## src/hdl/port0_gpio_defines.svh

```systemverilog
// Offsets, field positions, reset values and constants for the port 0 block
// Operation
// - Mode 00 Schmitt input, 01 input with pull-up, 10 open-drain, 11 push-pull.
// - Upper mode register holds pins 7..4, pin 7 in the top two bits.
// - Lower mode register holds pins 3..0, pin 0 in the bottom two bits.
// - Edge select 00 disables the pin interrupt, 01 detects falling edges only.
// - Edge select 10 detects rising edges only.
// - Edge select 11 detects both rising and falling edges.
// - Upper edge-select register holds pins 7..4, pin 7 in bits 7 and 6.
// - Lower edge-select register holds pins 3..0, pin 3 top, pin 0 bottom.
// - All eight stored port registers reset to zero: inputs without pull-up, interrupts off.
`ifndef PORT0_GPIO_DEFINES_SVH
`define PORT0_GPIO_DEFINES_SVH

// ==========================================================================
// Register indices; byte address is four times the index
`define IDX_PIN_MODE_UPPER    12'h0e0
`define IDX_PIN_MODE_LOWER    12'h0e1
`define IDX_EDGE_SEL_UPPER    12'h0e2
`define IDX_EDGE_SEL_LOWER    12'h0e3
`define IDX_PIN_IRQ_PENDING   12'h0e4
`define IDX_IRQ_STATUS        12'h0e5
`define IDX_IRQ_MASK          12'h0e6
`define IDX_PIN_LEVEL         12'h0e7
`define IDX_PIN_DATA_OUT      12'h0e8

// ==========================================================================
// Field layout and reset values
`define PORT_PINS             8
`define FIELD_W               2
`define REG_ADDR_BITS         12
`define REG_RESET             8'h00

// ==========================================================================
// Mode and edge-select codes
`define MODE_IN               2'h0
`define MODE_IN_PULLUP        2'h1
`define MODE_OPEN_DRAIN       2'h2
`define MODE_PUSH_PULL        2'h3
`define EDGE_FALL_BIT         0
`define EDGE_RISE_BIT         1

// ==========================================================================
// AXI responses
`define RESP_OKAY             2'h0
`define RESP_SLVERR           2'h2

`endif

```

## src/hdl/port0_gpio_pkg.sv

```systemverilog
// Types shared by the port 0 block
package port0_gpio_pkg;

   typedef enum logic [1:0] {
      WR_COLLECT = 2'h1,
      WR_RESP    = 2'h2
   } wr_state_t;

   typedef enum logic [1:0] {
      RD_IDLE = 2'h1,
      RD_DATA = 2'h2
   } rd_state_t;

endpackage

```

## src/hdl/pin_sync_edge.sv

```systemverilog
// Two-flop pin synchroniser with rise and fall detection per pin
`timescale 1ns/10ps
`include "port0_gpio_defines.svh"
module pin_sync_edge #(
   parameter int W = `PORT_PINS
) (
   input  wire logic         mclk_i,
   input  wire logic         rstn_i,
   input  wire logic [W-1:0] pin_i,
   output logic      [W-1:0] level_o,
   output logic      [W-1:0] rise_o,
   output logic      [W-1:0] fall_o
);
   if (W < 1) begin : g_w_check
      $error("W must be at least one");
   end

   typedef struct packed {
      logic [W-1:0] meta;
      logic [W-1:0] sync;
      logic [W-1:0] prev;
   } sync_state_t;

   sync_state_t s_q;
   sync_state_t s_d;

   always_comb begin
      s_d      = s_q;
      s_d.meta = pin_i;
      s_d.sync = s_q.meta;
      s_d.prev = s_q.sync;
   end

   always_ff @(posedge mclk_i) begin
      if (!rstn_i) begin
         s_q <= '0;
      end else begin
         s_q <= s_d;
      end
   end

   assign level_o = s_q.sync;
   assign rise_o  = s_q.sync & ~s_q.prev;
   assign fall_o  = ~s_q.sync & s_q.prev;
endmodule // pin_sync_edge

```

## src/hdl/pin_mode_drive.sv

```systemverilog
// Per-pin output driver decode from the two-bit mode fields
`timescale 1ns/10ps
`include "port0_gpio_defines.svh"
module pin_mode_drive #(
   parameter int W = `PORT_PINS
) (
   input  wire logic             mclk_i,
   input  wire logic             rstn_i,
   input  wire logic [2*W-1:0]   mode_i,
   input  wire logic [W-1:0]     data_i,
   output logic      [W-1:0]     pad_out_o,
   output logic      [W-1:0]     pad_oe_o,
   output logic      [W-1:0]     pad_pullup_o
);
   if (W < 1) begin : g_w_check
      $error("W must be at least one");
   end

   typedef struct packed {
      logic [W-1:0] out;
      logic [W-1:0] oe;
      logic [W-1:0] pu;
   } drv_state_t;

   drv_state_t s_q;
   drv_state_t s_d;

   always_comb begin
      s_d = s_q;
      for (int i = 0; i < W; i++) begin
         s_d.out[i] = 1'b0;
         s_d.oe[i]  = 1'b0;
         s_d.pu[i]  = 1'b0;
         unique case (mode_i[2*i +: 2])
            `MODE_IN: begin
            end
            `MODE_IN_PULLUP: begin
               s_d.pu[i] = 1'b1;
            end
            // Open drain only ever sinks; a one releases the pin
            `MODE_OPEN_DRAIN: begin
               s_d.oe[i] = ~data_i[i];
            end
            `MODE_PUSH_PULL: begin
               s_d.oe[i]  = 1'b1;
               s_d.out[i] = data_i[i];
            end
         endcase
      end
   end

   always_ff @(posedge mclk_i) begin
      if (!rstn_i) begin
         s_q <= '0;
      end else begin
         s_q <= s_d;
      end
   end

   assign pad_out_o    = s_q.out;
   assign pad_oe_o     = s_q.oe;
   assign pad_pullup_o = s_q.pu;
endmodule // pin_mode_drive

```

## src/hdl/port0_gpio.sv

```systemverilog
// Port 0 GPIO with per-pin external interrupts behind an AXI4-Lite slave
`timescale 1ns/10ps
`include "port0_gpio_defines.svh"
module port0_gpio
   import port0_gpio_pkg::*;
#(
   parameter int ADDR_W = 14
) (
   input  wire logic              mclk_i,
   input  wire logic              rstn_i,
   // AXI4-Lite write address
   input  wire logic [ADDR_W-1:0] s_axi_awaddr_i,
   input  wire logic [2:0]        s_axi_awprot_i,
   input  wire logic              s_axi_awvalid_i,
   output logic                   s_axi_awready_o,
   // AXI4-Lite write data
   input  wire logic [31:0]       s_axi_wdata_i,
   input  wire logic [3:0]        s_axi_wstrb_i,
   input  wire logic              s_axi_wvalid_i,
   output logic                   s_axi_wready_o,
   // AXI4-Lite write response
   output logic [1:0]             s_axi_bresp_o,
   output logic                   s_axi_bvalid_o,
   input  wire logic              s_axi_bready_i,
   // AXI4-Lite read address
   input  wire logic [ADDR_W-1:0] s_axi_araddr_i,
   input  wire logic [2:0]        s_axi_arprot_i,
   input  wire logic              s_axi_arvalid_i,
   output logic                   s_axi_arready_o,
   // AXI4-Lite read data
   output logic [31:0]            s_axi_rdata_o,
   output logic [1:0]             s_axi_rresp_o,
   output logic                   s_axi_rvalid_o,
   input  wire logic              s_axi_rready_i,
   // Port pins
   input  wire logic [7:0]        pad_in_i,
   output logic      [7:0]        pad_out_o,
   output logic      [7:0]        pad_oe_o,
   output logic      [7:0]        pad_pullup_o,
   // Interrupts
   output logic      [7:0]        ext_irq_line_o,
   output logic                   irq_o
);

   // ==========================================================================
   // Parameter check
   if (ADDR_W < `REG_ADDR_BITS + 2) begin : g_addr_check
      $error("ADDR_W too small for the register map");
   end

   localparam int NP = `PORT_PINS;

   // The pin ports are eight wide whatever the define says
   if (NP != 8) begin : g_pin_check
      $error("PORT_PINS does not match the eight pin ports");
   end

   // ==========================================================================
   // State
   typedef struct packed {
      wr_state_t   wr_st;
      logic        aw_got;
      logic        w_got;
      logic [11:0] widx;
      logic [7:0]  wdata;
      logic        wlane;
      logic [1:0]  bresp;
      rd_state_t   rd_st;
      logic [7:0]  rdata;
      logic [1:0]  rresp;
      logic [7:0]  mode_hi;
      logic [7:0]  mode_lo;
      logic [7:0]  esel_hi;
      logic [7:0]  esel_lo;
      logic [7:0]  pend;
      logic [7:0]  status;
      logic [7:0]  mask;
      logic [7:0]  dout;
   } regs_t;

   regs_t r_q;
   regs_t r_d;

   // ==========================================================================
   // Pin synchronisers and edge detection
   logic [NP-1:0] pin_level;
   logic [NP-1:0] pin_rise;
   logic [NP-1:0] pin_fall;

   pin_sync_edge #(
      .W       (NP)
   ) u_sync (
      .mclk_i  (mclk_i),
      .rstn_i  (rstn_i),
      .pin_i   (pad_in_i),
      .level_o (pin_level),
      .rise_o  (pin_rise),
      .fall_o  (pin_fall)
   );

   // ==========================================================================
   // Edge matching per pin
   logic [2*NP-1:0] mode_all;
   logic [2*NP-1:0] esel_all;
   logic [NP-1:0]   pin_event;

   assign mode_all = {r_q.mode_hi, r_q.mode_lo};
   assign esel_all = {r_q.esel_hi, r_q.esel_lo};

   for (genvar i = 0; i < NP; i++) begin : g_edge
      logic fall_en;
      logic rise_en;
      // Both enables set gives both-edge detection
      assign fall_en      = esel_all[2*i + `EDGE_FALL_BIT];
      assign rise_en      = esel_all[2*i + `EDGE_RISE_BIT];
      assign pin_event[i] = (fall_en & pin_fall[i]) | (rise_en & pin_rise[i]);
   end

   // ==========================================================================
   // Output drivers
   pin_mode_drive #(
      .W            (NP)
   ) u_drive (
      .mclk_i       (mclk_i),
      .rstn_i       (rstn_i),
      .mode_i       (mode_all),
      .data_i       (r_q.dout),
      .pad_out_o    (pad_out_o),
      .pad_oe_o     (pad_oe_o),
      .pad_pullup_o (pad_pullup_o)
   );

   // ==========================================================================
   // Address decode helpers
   logic [11:0] ar_idx;
   logic        ar_take;
   logic        aw_take;
   logic        w_take;
   logic        wr_commit;
   logic        wr_hit;
   logic        rd_hit;
   logic [7:0]  rd_val;
   logic        wr_en;
   logic [7:0]  pend_clr;
   logic [7:0]  stat_clr;

   // Only the low index bits decode; higher address bits alias
   assign ar_idx = s_axi_araddr_i[`REG_ADDR_BITS+1:2];

   assign aw_take   = s_axi_awvalid_i & s_axi_awready_o;
   assign w_take    = s_axi_wvalid_i & s_axi_wready_o;
   assign ar_take   = s_axi_arvalid_i & s_axi_arready_o;
   assign wr_commit = (r_q.wr_st == WR_COLLECT) & r_q.aw_got & r_q.w_got;
   assign wr_en     = wr_commit & wr_hit & r_q.wlane;

   always_comb begin
      unique case (r_q.widx)
         `IDX_PIN_MODE_UPPER,
         `IDX_PIN_MODE_LOWER,
         `IDX_EDGE_SEL_UPPER,
         `IDX_EDGE_SEL_LOWER,
         `IDX_PIN_IRQ_PENDING,
         `IDX_IRQ_STATUS,
         `IDX_IRQ_MASK,
         `IDX_PIN_LEVEL,
         `IDX_PIN_DATA_OUT: wr_hit = 1'b1;
         default:           wr_hit = 1'b0;
      endcase
   end

   always_comb begin
      rd_hit = 1'b1;
      unique case (ar_idx)
         `IDX_PIN_MODE_UPPER:  rd_val = r_q.mode_hi;
         `IDX_PIN_MODE_LOWER:  rd_val = r_q.mode_lo;
         `IDX_EDGE_SEL_UPPER:  rd_val = r_q.esel_hi;
         `IDX_EDGE_SEL_LOWER:  rd_val = r_q.esel_lo;
         `IDX_PIN_IRQ_PENDING: rd_val = r_q.pend;
         `IDX_IRQ_STATUS:      rd_val = r_q.status;
         `IDX_IRQ_MASK:        rd_val = r_q.mask;
         `IDX_PIN_LEVEL:       rd_val = pin_level;
         `IDX_PIN_DATA_OUT:    rd_val = r_q.dout;
         default: begin
            rd_val = 8'h00;
            rd_hit = 1'b0;
         end
      endcase
   end

   // Zeros written to the pending register clear; ones are ignored
   assign pend_clr = (wr_en && r_q.widx == `IDX_PIN_IRQ_PENDING) ? ~r_q.wdata : 8'h00;

   // Status clears on the read that returns it
   assign stat_clr = (ar_take && rd_hit && ar_idx == `IDX_IRQ_STATUS) ? r_q.status : 8'h00;

   // ==========================================================================
   // Next state
   always_comb begin
      r_d = r_q;

      // Write channel capture, either order
      if (aw_take) begin
         r_d.aw_got = 1'b1;
         r_d.widx   = s_axi_awaddr_i[`REG_ADDR_BITS+1:2];
      end
      if (w_take) begin
         r_d.w_got = 1'b1;
         r_d.wdata = s_axi_wdata_i[7:0];
         r_d.wlane = s_axi_wstrb_i[0];
      end

      unique case (r_q.wr_st)
         WR_COLLECT: begin
            if (wr_commit) begin
               r_d.aw_got = 1'b0;
               r_d.w_got  = 1'b0;
               r_d.bresp  = wr_hit ? `RESP_OKAY : `RESP_SLVERR;
               r_d.wr_st  = WR_RESP;
            end
         end
         WR_RESP: begin
            if (s_axi_bready_i) begin
               r_d.wr_st = WR_COLLECT;
            end
         end
      endcase

      if (wr_en) begin
         unique case (r_q.widx)
            `IDX_PIN_MODE_UPPER: r_d.mode_hi = r_q.wdata;
            `IDX_PIN_MODE_LOWER: r_d.mode_lo = r_q.wdata;
            `IDX_EDGE_SEL_UPPER: r_d.esel_hi = r_q.wdata;
            `IDX_EDGE_SEL_LOWER: r_d.esel_lo = r_q.wdata;
            `IDX_IRQ_MASK:       r_d.mask    = r_q.wdata;
            `IDX_PIN_DATA_OUT:   r_d.dout    = r_q.wdata;
            default: begin
            end
         endcase
      end

      // A new edge in the clearing cycle survives the clear
      r_d.pend   = (r_q.pend & ~pend_clr) | pin_event;
      r_d.status = (r_q.status & ~stat_clr) | pin_event;

      // Read channel
      unique case (r_q.rd_st)
         RD_IDLE: begin
            if (ar_take) begin
               r_d.rdata = rd_val;
               r_d.rresp = rd_hit ? `RESP_OKAY : `RESP_SLVERR;
               r_d.rd_st = RD_DATA;
            end
         end
         RD_DATA: begin
            if (s_axi_rready_i) begin
               r_d.rd_st = RD_IDLE;
            end
         end
      endcase
   end

   // ==========================================================================
   // State register
   always_ff @(posedge mclk_i) begin
      if (!rstn_i) begin
         r_q         <= '0;
         r_q.wr_st   <= WR_COLLECT;
         r_q.rd_st   <= RD_IDLE;
         r_q.mode_hi <= `REG_RESET;
         r_q.mode_lo <= `REG_RESET;
         r_q.esel_hi <= `REG_RESET;
         r_q.esel_lo <= `REG_RESET;
         r_q.pend    <= `REG_RESET;
      end else begin
         r_q <= r_d;
      end
   end

   // ==========================================================================
   // Outputs
   assign s_axi_awready_o = (r_q.wr_st == WR_COLLECT) & ~r_q.aw_got;
   assign s_axi_wready_o  = (r_q.wr_st == WR_COLLECT) & ~r_q.w_got;
   assign s_axi_bvalid_o  = (r_q.wr_st == WR_RESP);
   assign s_axi_bresp_o   = r_q.bresp;
   assign s_axi_arready_o = (r_q.rd_st == RD_IDLE);
   assign s_axi_rvalid_o  = (r_q.rd_st == RD_DATA);
   assign s_axi_rdata_o   = {24'h000000, r_q.rdata};
   assign s_axi_rresp_o   = r_q.rresp;

   assign ext_irq_line_o = r_q.pend;
   assign irq_o          = |(r_q.status & r_q.mask);

endmodule // port0_gpio

```

## config.mk

```make
export PLATFORM = sky130hd
export DESIGN_NAME = port0_gpio
export DESIGN_NICKNAME = d
export VERILOG_FILES = /design/src/hdl/port0_gpio_pkg.sv /design/src/hdl/pin_sync_edge.sv /design/src/hdl/pin_mode_drive.sv /design/src/hdl/port0_gpio.sv
export VERILOG_INCLUDE_DIRS = /design/src /design/src/hdl
export SDC_FILE = /design/constraint.sdc
export NUM_CORES = 1
export LEC_CHECK = 0
export BUFFER_PORTS_ARGS = -buffer_cell sky130_fd_sc_hd__clkbuf_2
export CORE_MARGIN = 1.5
export CORE_UTILIZATION = 30
export DETAILED_ROUTE_END_ITERATION = 10
export HOLD_SLACK_MARGIN = 0.1
export PLACE_DENSITY = 0.6
export RECOVER_POWER = 100
export SYNTH_ARGS = -nofsm -noshare
export SYNTH_HDL_FRONTEND = slang
export SYNTH_SLANG_ARGS = --single-unit
```

## constraint.sdc

```tcl
create_clock -name mclk_i -period 2 [get_ports mclk_i]
set_input_delay 0.2 -clock mclk_i [delete_from_list [all_inputs] [get_ports mclk_i]]
set_output_delay 0.2 -clock mclk_i [all_outputs]
set_load 0.03 [all_outputs]
```

[Yosys cells after proc, flatten, opt, wreduce, memory -nomap -nowiden]
Index checks and enable logic that the tools add are counted.
W data, S select, Z words.
Operators by class
  bitwise logic cells: 55
  $mul: 0
  add/subtract/negate cells: 0
  reductions and logical operators: 24
  $lt $le $gt $ge: 0
  shifts and indexed selects: 0
  div/mod/pow operators: 0
  equal/unequal tests: 50
  muxes and demuxes: 32
Operator list (count)
  $eq A12 B8 Y1 const B: 18
  $pmux W8 S9: 1
  $and A8 B8 Y8: 5
  $not A8 Y8: 5
  $eq A2 B2 Y1 const B: 18
  $reduce_and A2 Y1: 18
  $and A1 B1 Y1: 25
  $eq A2 B1 Y1 const B: 10
  $reduce_or A9 Y1: 2
  $mux W8: 2
  $or A8 B8 Y8: 2
  $pmux W1 S2: 8
  $mux W1: 12
  $mux W12: 1
  $mux W2: 5
  $not A1 Y1: 10
  $or A1 B1 Y1: 8
  $pmux W2 S2: 2
  $reduce_or A8 Y1: 1
  $ne A2 B1 Y1 const B: 3
  $mux W4: 1
  $logic_and A1 B1 Y1: 3
  $ne A2 B2 Y1 const B: 1
Word-level totals
  bits in registers: 151
  logic and storage cells: 192
  memory bits (writable): 0
  memories kept: 0
  latch bits: 0
  input bits: 85
  output and inout bits: 74
  ROM bits: 0

[Longest topological paths before layout]
  word-level depth: 10
  mapped depth: 8
  mapped depth without buffers: 5

[Modules after synthesis]
From an unflattened synthesis, not the netlist that was laid out.
Second synthesis, totals
  cell total of the unflattened synthesis: 676
  area total of the unflattened synthesis: 6480.0 µm²
Modules (own cells, without submodules)
  port0_gpio: times used 1, cells an instance 524, seq. area each 2021.9 µm², area each 4924.7 µm²
  pin_sync_edge: times used 1, cells an instance 74, seq. area each 480.5 µm², area each 824.5 µm²
  pin_mode_drive: times used 1, cells an instance 78, seq. area each 480.5 µm², area each 730.7 µm²

[Worst setup path before layout]
No wires, ideal clock.
  path type: register to register
  from: register r_q[95] in the netlist's numbering
  to: register r_q, in the netlist mode_all[10]
  path slack: 0.044 ns
  required time: 1.928 ns
  cell stages (with the launch flop): 7
  buffers on the path: 1
  setup time: 0.072 ns
  arrival time: 1.884 ns
  period minus slack after synthesis: 1.956 ns
  cells stage by stage: dfxtp_1 or4_4 nor4_4 nand2b_1 buf_6 nor4_4 mux2i_1
Between the ends
  word-level cells in the longest chain between the ends: 6
  elaborated cells between the ends (all ways): 14
  classes of those cells: eq/ne (9); mux (1); bitwise (2); reduce/logical (2)
Ends and longest elaborated chain
  start: declaration: line port0_gpio.sv:81  | regs_t r_q;
  start signal: assignment: line port0_gpio.sv:275  | r_q <= r_d;
  $eq A12 B8 Y1, on equally long branches: line port0_gpio.sv:157, port0_gpio.sv:229
  $reduce_or A9 Y1: line port0_gpio.sv:157  | unique case (r_q.widx)
  $mux W1: line port0_gpio.sv:157
  $and A1 B1 Y1 (2 in a row): line port0_gpio.sv:154  | assign wr_en = wr_commit & wr_hit & r_q.wlane;
  $reduce_and A2 Y1 (no source line) (*)
Every way passes the cells marked *; elsewhere a longest branch is shown, timed or not.
A chain may end at the register's enable or synchronous reset.

[Worst setup path after layout]
  from: register r_q[95] in the netlist's numbering
  to: register r_q[1] in the netlist's numbering
The elaborated chain is that of the path after synthesis.

==> results.md <==
- Final hold vios: 0
- Avg Inst Size Synth: between 8 and 9 um^2
- First-pass GRT wire length: roughly 26 mm
- Reg2reg path depth: 7
- CTS tree: built
- Post-CTS setup buffer count: 0
- Crit path depth: 7
- Setup ws final: -29.01 ps
- CTS clk-pin slew, worst paths: approximately 60 ps
- # diodes: 0
- Initial antenna violation count: 0
- Share of cells above drive strength 1: between 20% and 30%
- Minimum clock period: approximately 2000 ps
- Seq/Total Area, Yosys: 48.38%
- Clock Power Share: roughly half
- RSZ-0062 raised after global routing: true
- Routed Antenna Nets: 0
- Fill count: 2030
- Core area: ~20000 um^2
- First-pass iteration count of the detailed router: 5
- Storage cell area: 2984 um^2
- Worst setup path end: r_q[1]
- Final Hold Slack: about 190 ps
- NumNets Final: between 800 and 900
- # DRC: 0
- Largest net degree at the start of global routing: 64
- Post-synth ARST share: 0%
- RR Startpoint: r_q[95]
- Routed len/inst: approximately 15 um
- Synth warn: 0
- Root Driver: clkbuf_16
- WS Path Type: flip-flop to flip-flop
- DP HPWL: 11.70 mm
- I/O pins: 159
- Final setup viols: 8
- CTS Buffer Depth: 2
- Crit. Startpoint: r_q[95]
- Synthesized flop and latch total: ~150
- Multi-input logic area: ~2800 um^2
- Row count: 52
- Combinational share of power: ~7.0%
- Vias per cell: around 4.6
- H-tree depth: 4
- Total gr overflow: 0
- Worst path arrival time: roughly 2300 ps
- Leak: 3.057 nW
- Fin crit share: 101.5%
- IO buf count: 95
- Global Route Usage Sum: between 10% and 20%
- Max-Cap Viols: 0
- Top FF cell, synth: dfxtp_1
- CP peak stage delay: 550 ps
- Fin cells: 1091
- Max transition margin: between 60% and 70%
- Peak supply drop: 0.0003950 V
- Post-Synthesis Cells: just under 700
- Post-Syn Area: 6166 um^2
- CP bufs+invs: 2
- CP required: around 2300 ps
- Final wirelength: 16.41 mm
- Final TNS setup: -136.3 ps
- GP Congestion: between 0.8 and 0.9
- Cell Chain, Critical Path: or4_4 -> nor4_4 -> buf_4 -> and4b_2 -> buf_12 -> mux2i_1 -> nor2_1
- Status: finished with violations
- Slew Viols, Final: 0
- Crit path max fanout: 8
- Startpoint Class: flip-flop
- Die H: roughly 150 um
- P_int: between 5 and 6 mW
- Max Clk Rate: just under 500 MHz
- R2r endpoint: r_q[1]
- CTS Buf Count: 17
- Commonest non-fill, non-tap cell in the layout: dfxtp_1
- Cell family with most CP delay: simple AND/OR/NAND/NOR gates
- Net Sw Power: approximately 1.7 mW
- CP endpoint kind: flip-flop
- Hold Crit Class: input pin to flip-flop
- Crit path max-delay cell type: or4_4
- DR vias: approximately 5000
- Cell variety after synth: 50
- Post-synth EDFFs: 0
- Worst-skew pair later-pin latency: roughly 420 ps
- Detailed Route Iter0 Violations: around 430
- Die area: 21420 um^2
- Failing checks: setup timing
- Vias in the first global route: approximately 4700
- Area Overhead vs Synth: 28.51%
- Die X: about 150 um
- Most frequent cells in the layout: dfxtp_1, nand2_1, clkbuf_2
- Worst R2R Setup Slack: -30 ps
- Placed Cells: between 1000 and 1500
- PD cells: about 920 nW/um^2
- Initial Util: approximately 30%
- CTS sink cnt: approximately 150
- Register share of total power: between 40% and 50%
- Net Sw Frac: a little under a quarter
- Worst-margin pin slew: around 500 ps
- Clk_skew: 6.849 ps
-- registers in the layout (all words and copies together), names as in the netlist, 8 cells and up --
register / cells
u_drive.pad_out_o: 8
u_sync.s_q: 8
s_axi_rdata_o: 8
u_sync.s_d: 8
r_q: 51
u_drive.pad_pullup_o: 8
ext_irq_line_o: 8
u_sync.level_o: 8
mode_all: 16
u_drive.pad_oe_o: 8
esel_all: 16
-- what timing repair did --
item	4_1_cts	5_1_grt
endpoints found under the hold margin	33	0
endpoints found under the setup margin	17	45
gates resized for setup	2	16
pin swaps	0	5
hold buffers	32	0
gates cloned	0	0
-- per-layer routing --
metal / GRT usage, % / up-vias / wire (um)
met4: 6.717 / 0 / 409
li1: - / 2519 / -
met1: 20.65 / 2330 / 7517
met5: 0 / - / 0
met2: 25.33 / 161 / 7646
met3: 3.344 / 22 / 840
-- Yosys cell counts, types with 2 or more instances --
library cell	count	area share, %
dfxtp_1	149	48
nand2_1	129	7.9
mux2i_1	60	9.7
nor2_1	57	3.5
a21oi_1	55	4.5
buf_4	44	5.4
clkbuf_1	26	1.6
o21ai_0	22	1.8
and2_1	20	2.0
inv_1	19	1.2
a31oi_1	10	1.0
nor2b_1	9	0.91
mux2_2	8	1.5
a22oi_1	7	0.85
a32oi_1	7	0.99
nand3_1	7	0.57
nand2b_1	6	0.61
buf_2	4	0.32
buf_1	3	0.18
nand3b_1	3	0.37
nand4_1	3	0.30
nand4b_1	3	0.43
nor3_1	3	0.24
nor4b_1	3	0.43
a211oi_1	2	0.24
a21boi_0	2	0.24
a222oi_1	2	0.32
a311oi_1	2	0.28
mux4_2	2	0.73
nor4_4	2	0.69
o221ai_1	2	0.28
o31ai_1	2	0.24
-- through the flow --
step | cell area (um^2) | util [%] | power (mW) | worst slack [ps]
after global routing | 7924 | 39.29 | 7.522 | -150.5
after floorplan | 6260 | - | 3.493 | 43.76
final | 7924 | 39.29 | 7.266 | -29.01
after global placement | 6870 | 34.06 | 3.609 | -13.20
after CTS | 7890 | 39.12 | 7.330 | -25.93
after detailed placement | 6870 | 34.06 | 3.614 | -37.22
-- worst min path at each step --
stage / from / endpoint / slack [ps] / depth (start not counted)
after floorplan: s_axi_bready_i / r_q[101] / 330 / 1
after global placement: pad_in_i[3] / u_sync.s_d[11] / 410 / 2
after detailed placement: pad_in_i[3] / u_sync.s_d[11] / 420 / 2
after CTS: rstn_i / r_q[11] / 160 / 3
after global routing: rstn_i / r_q[15] / 200 / 3
final: rstn_i / r_q[11] / 190 / 3
-- worst reg2reg max path, cell delays in order, from the launching register on --
cell     delay (ps)
dfxtp_2         320
or4_4           550
nor4_4          230
buf_4           170
and4b_2         250
buf_12          140
mux2i_1         200
nor2_1           50
-- cell families after synthesis --
family	after synthesis	share of synthesized area [%]
AOI/OAI and AO/OA	119	11.61
buffers and inverters	98	8.847
DFF	149	48.38
muxes	70	11.93
other	1	0.06082
and+or+nand+nor	254	19.18
-- cell type report --
| type | instances | share of cell area (%) |
|---|---|---|
| Inverter | 20 | 0.9474 |
| Clock buffer | 18 | 5.542 |
| Timing Repair Buffer | 151 | 13.41 |
| Clock inverter | 14 | 3.142 |
| Sequential cell | 149 | 37.66 |
| Multi-Input combinational cell | 469 | 35.04 |
| Tap cell | 270 | 4.263 |
-- power groups by stage --
stage,combinational (mW),sequential (mW),clock (mW)
finish,0.508,3.10,3.66
global route,0.557,3.10,3.86
CTS,0.507,3.09,3.73
detailed placement,0.455,3.16,0
global placement,0.451,3.16,0
floorplan,0.368,3.13,0
(Power assumes the default switching activity.)
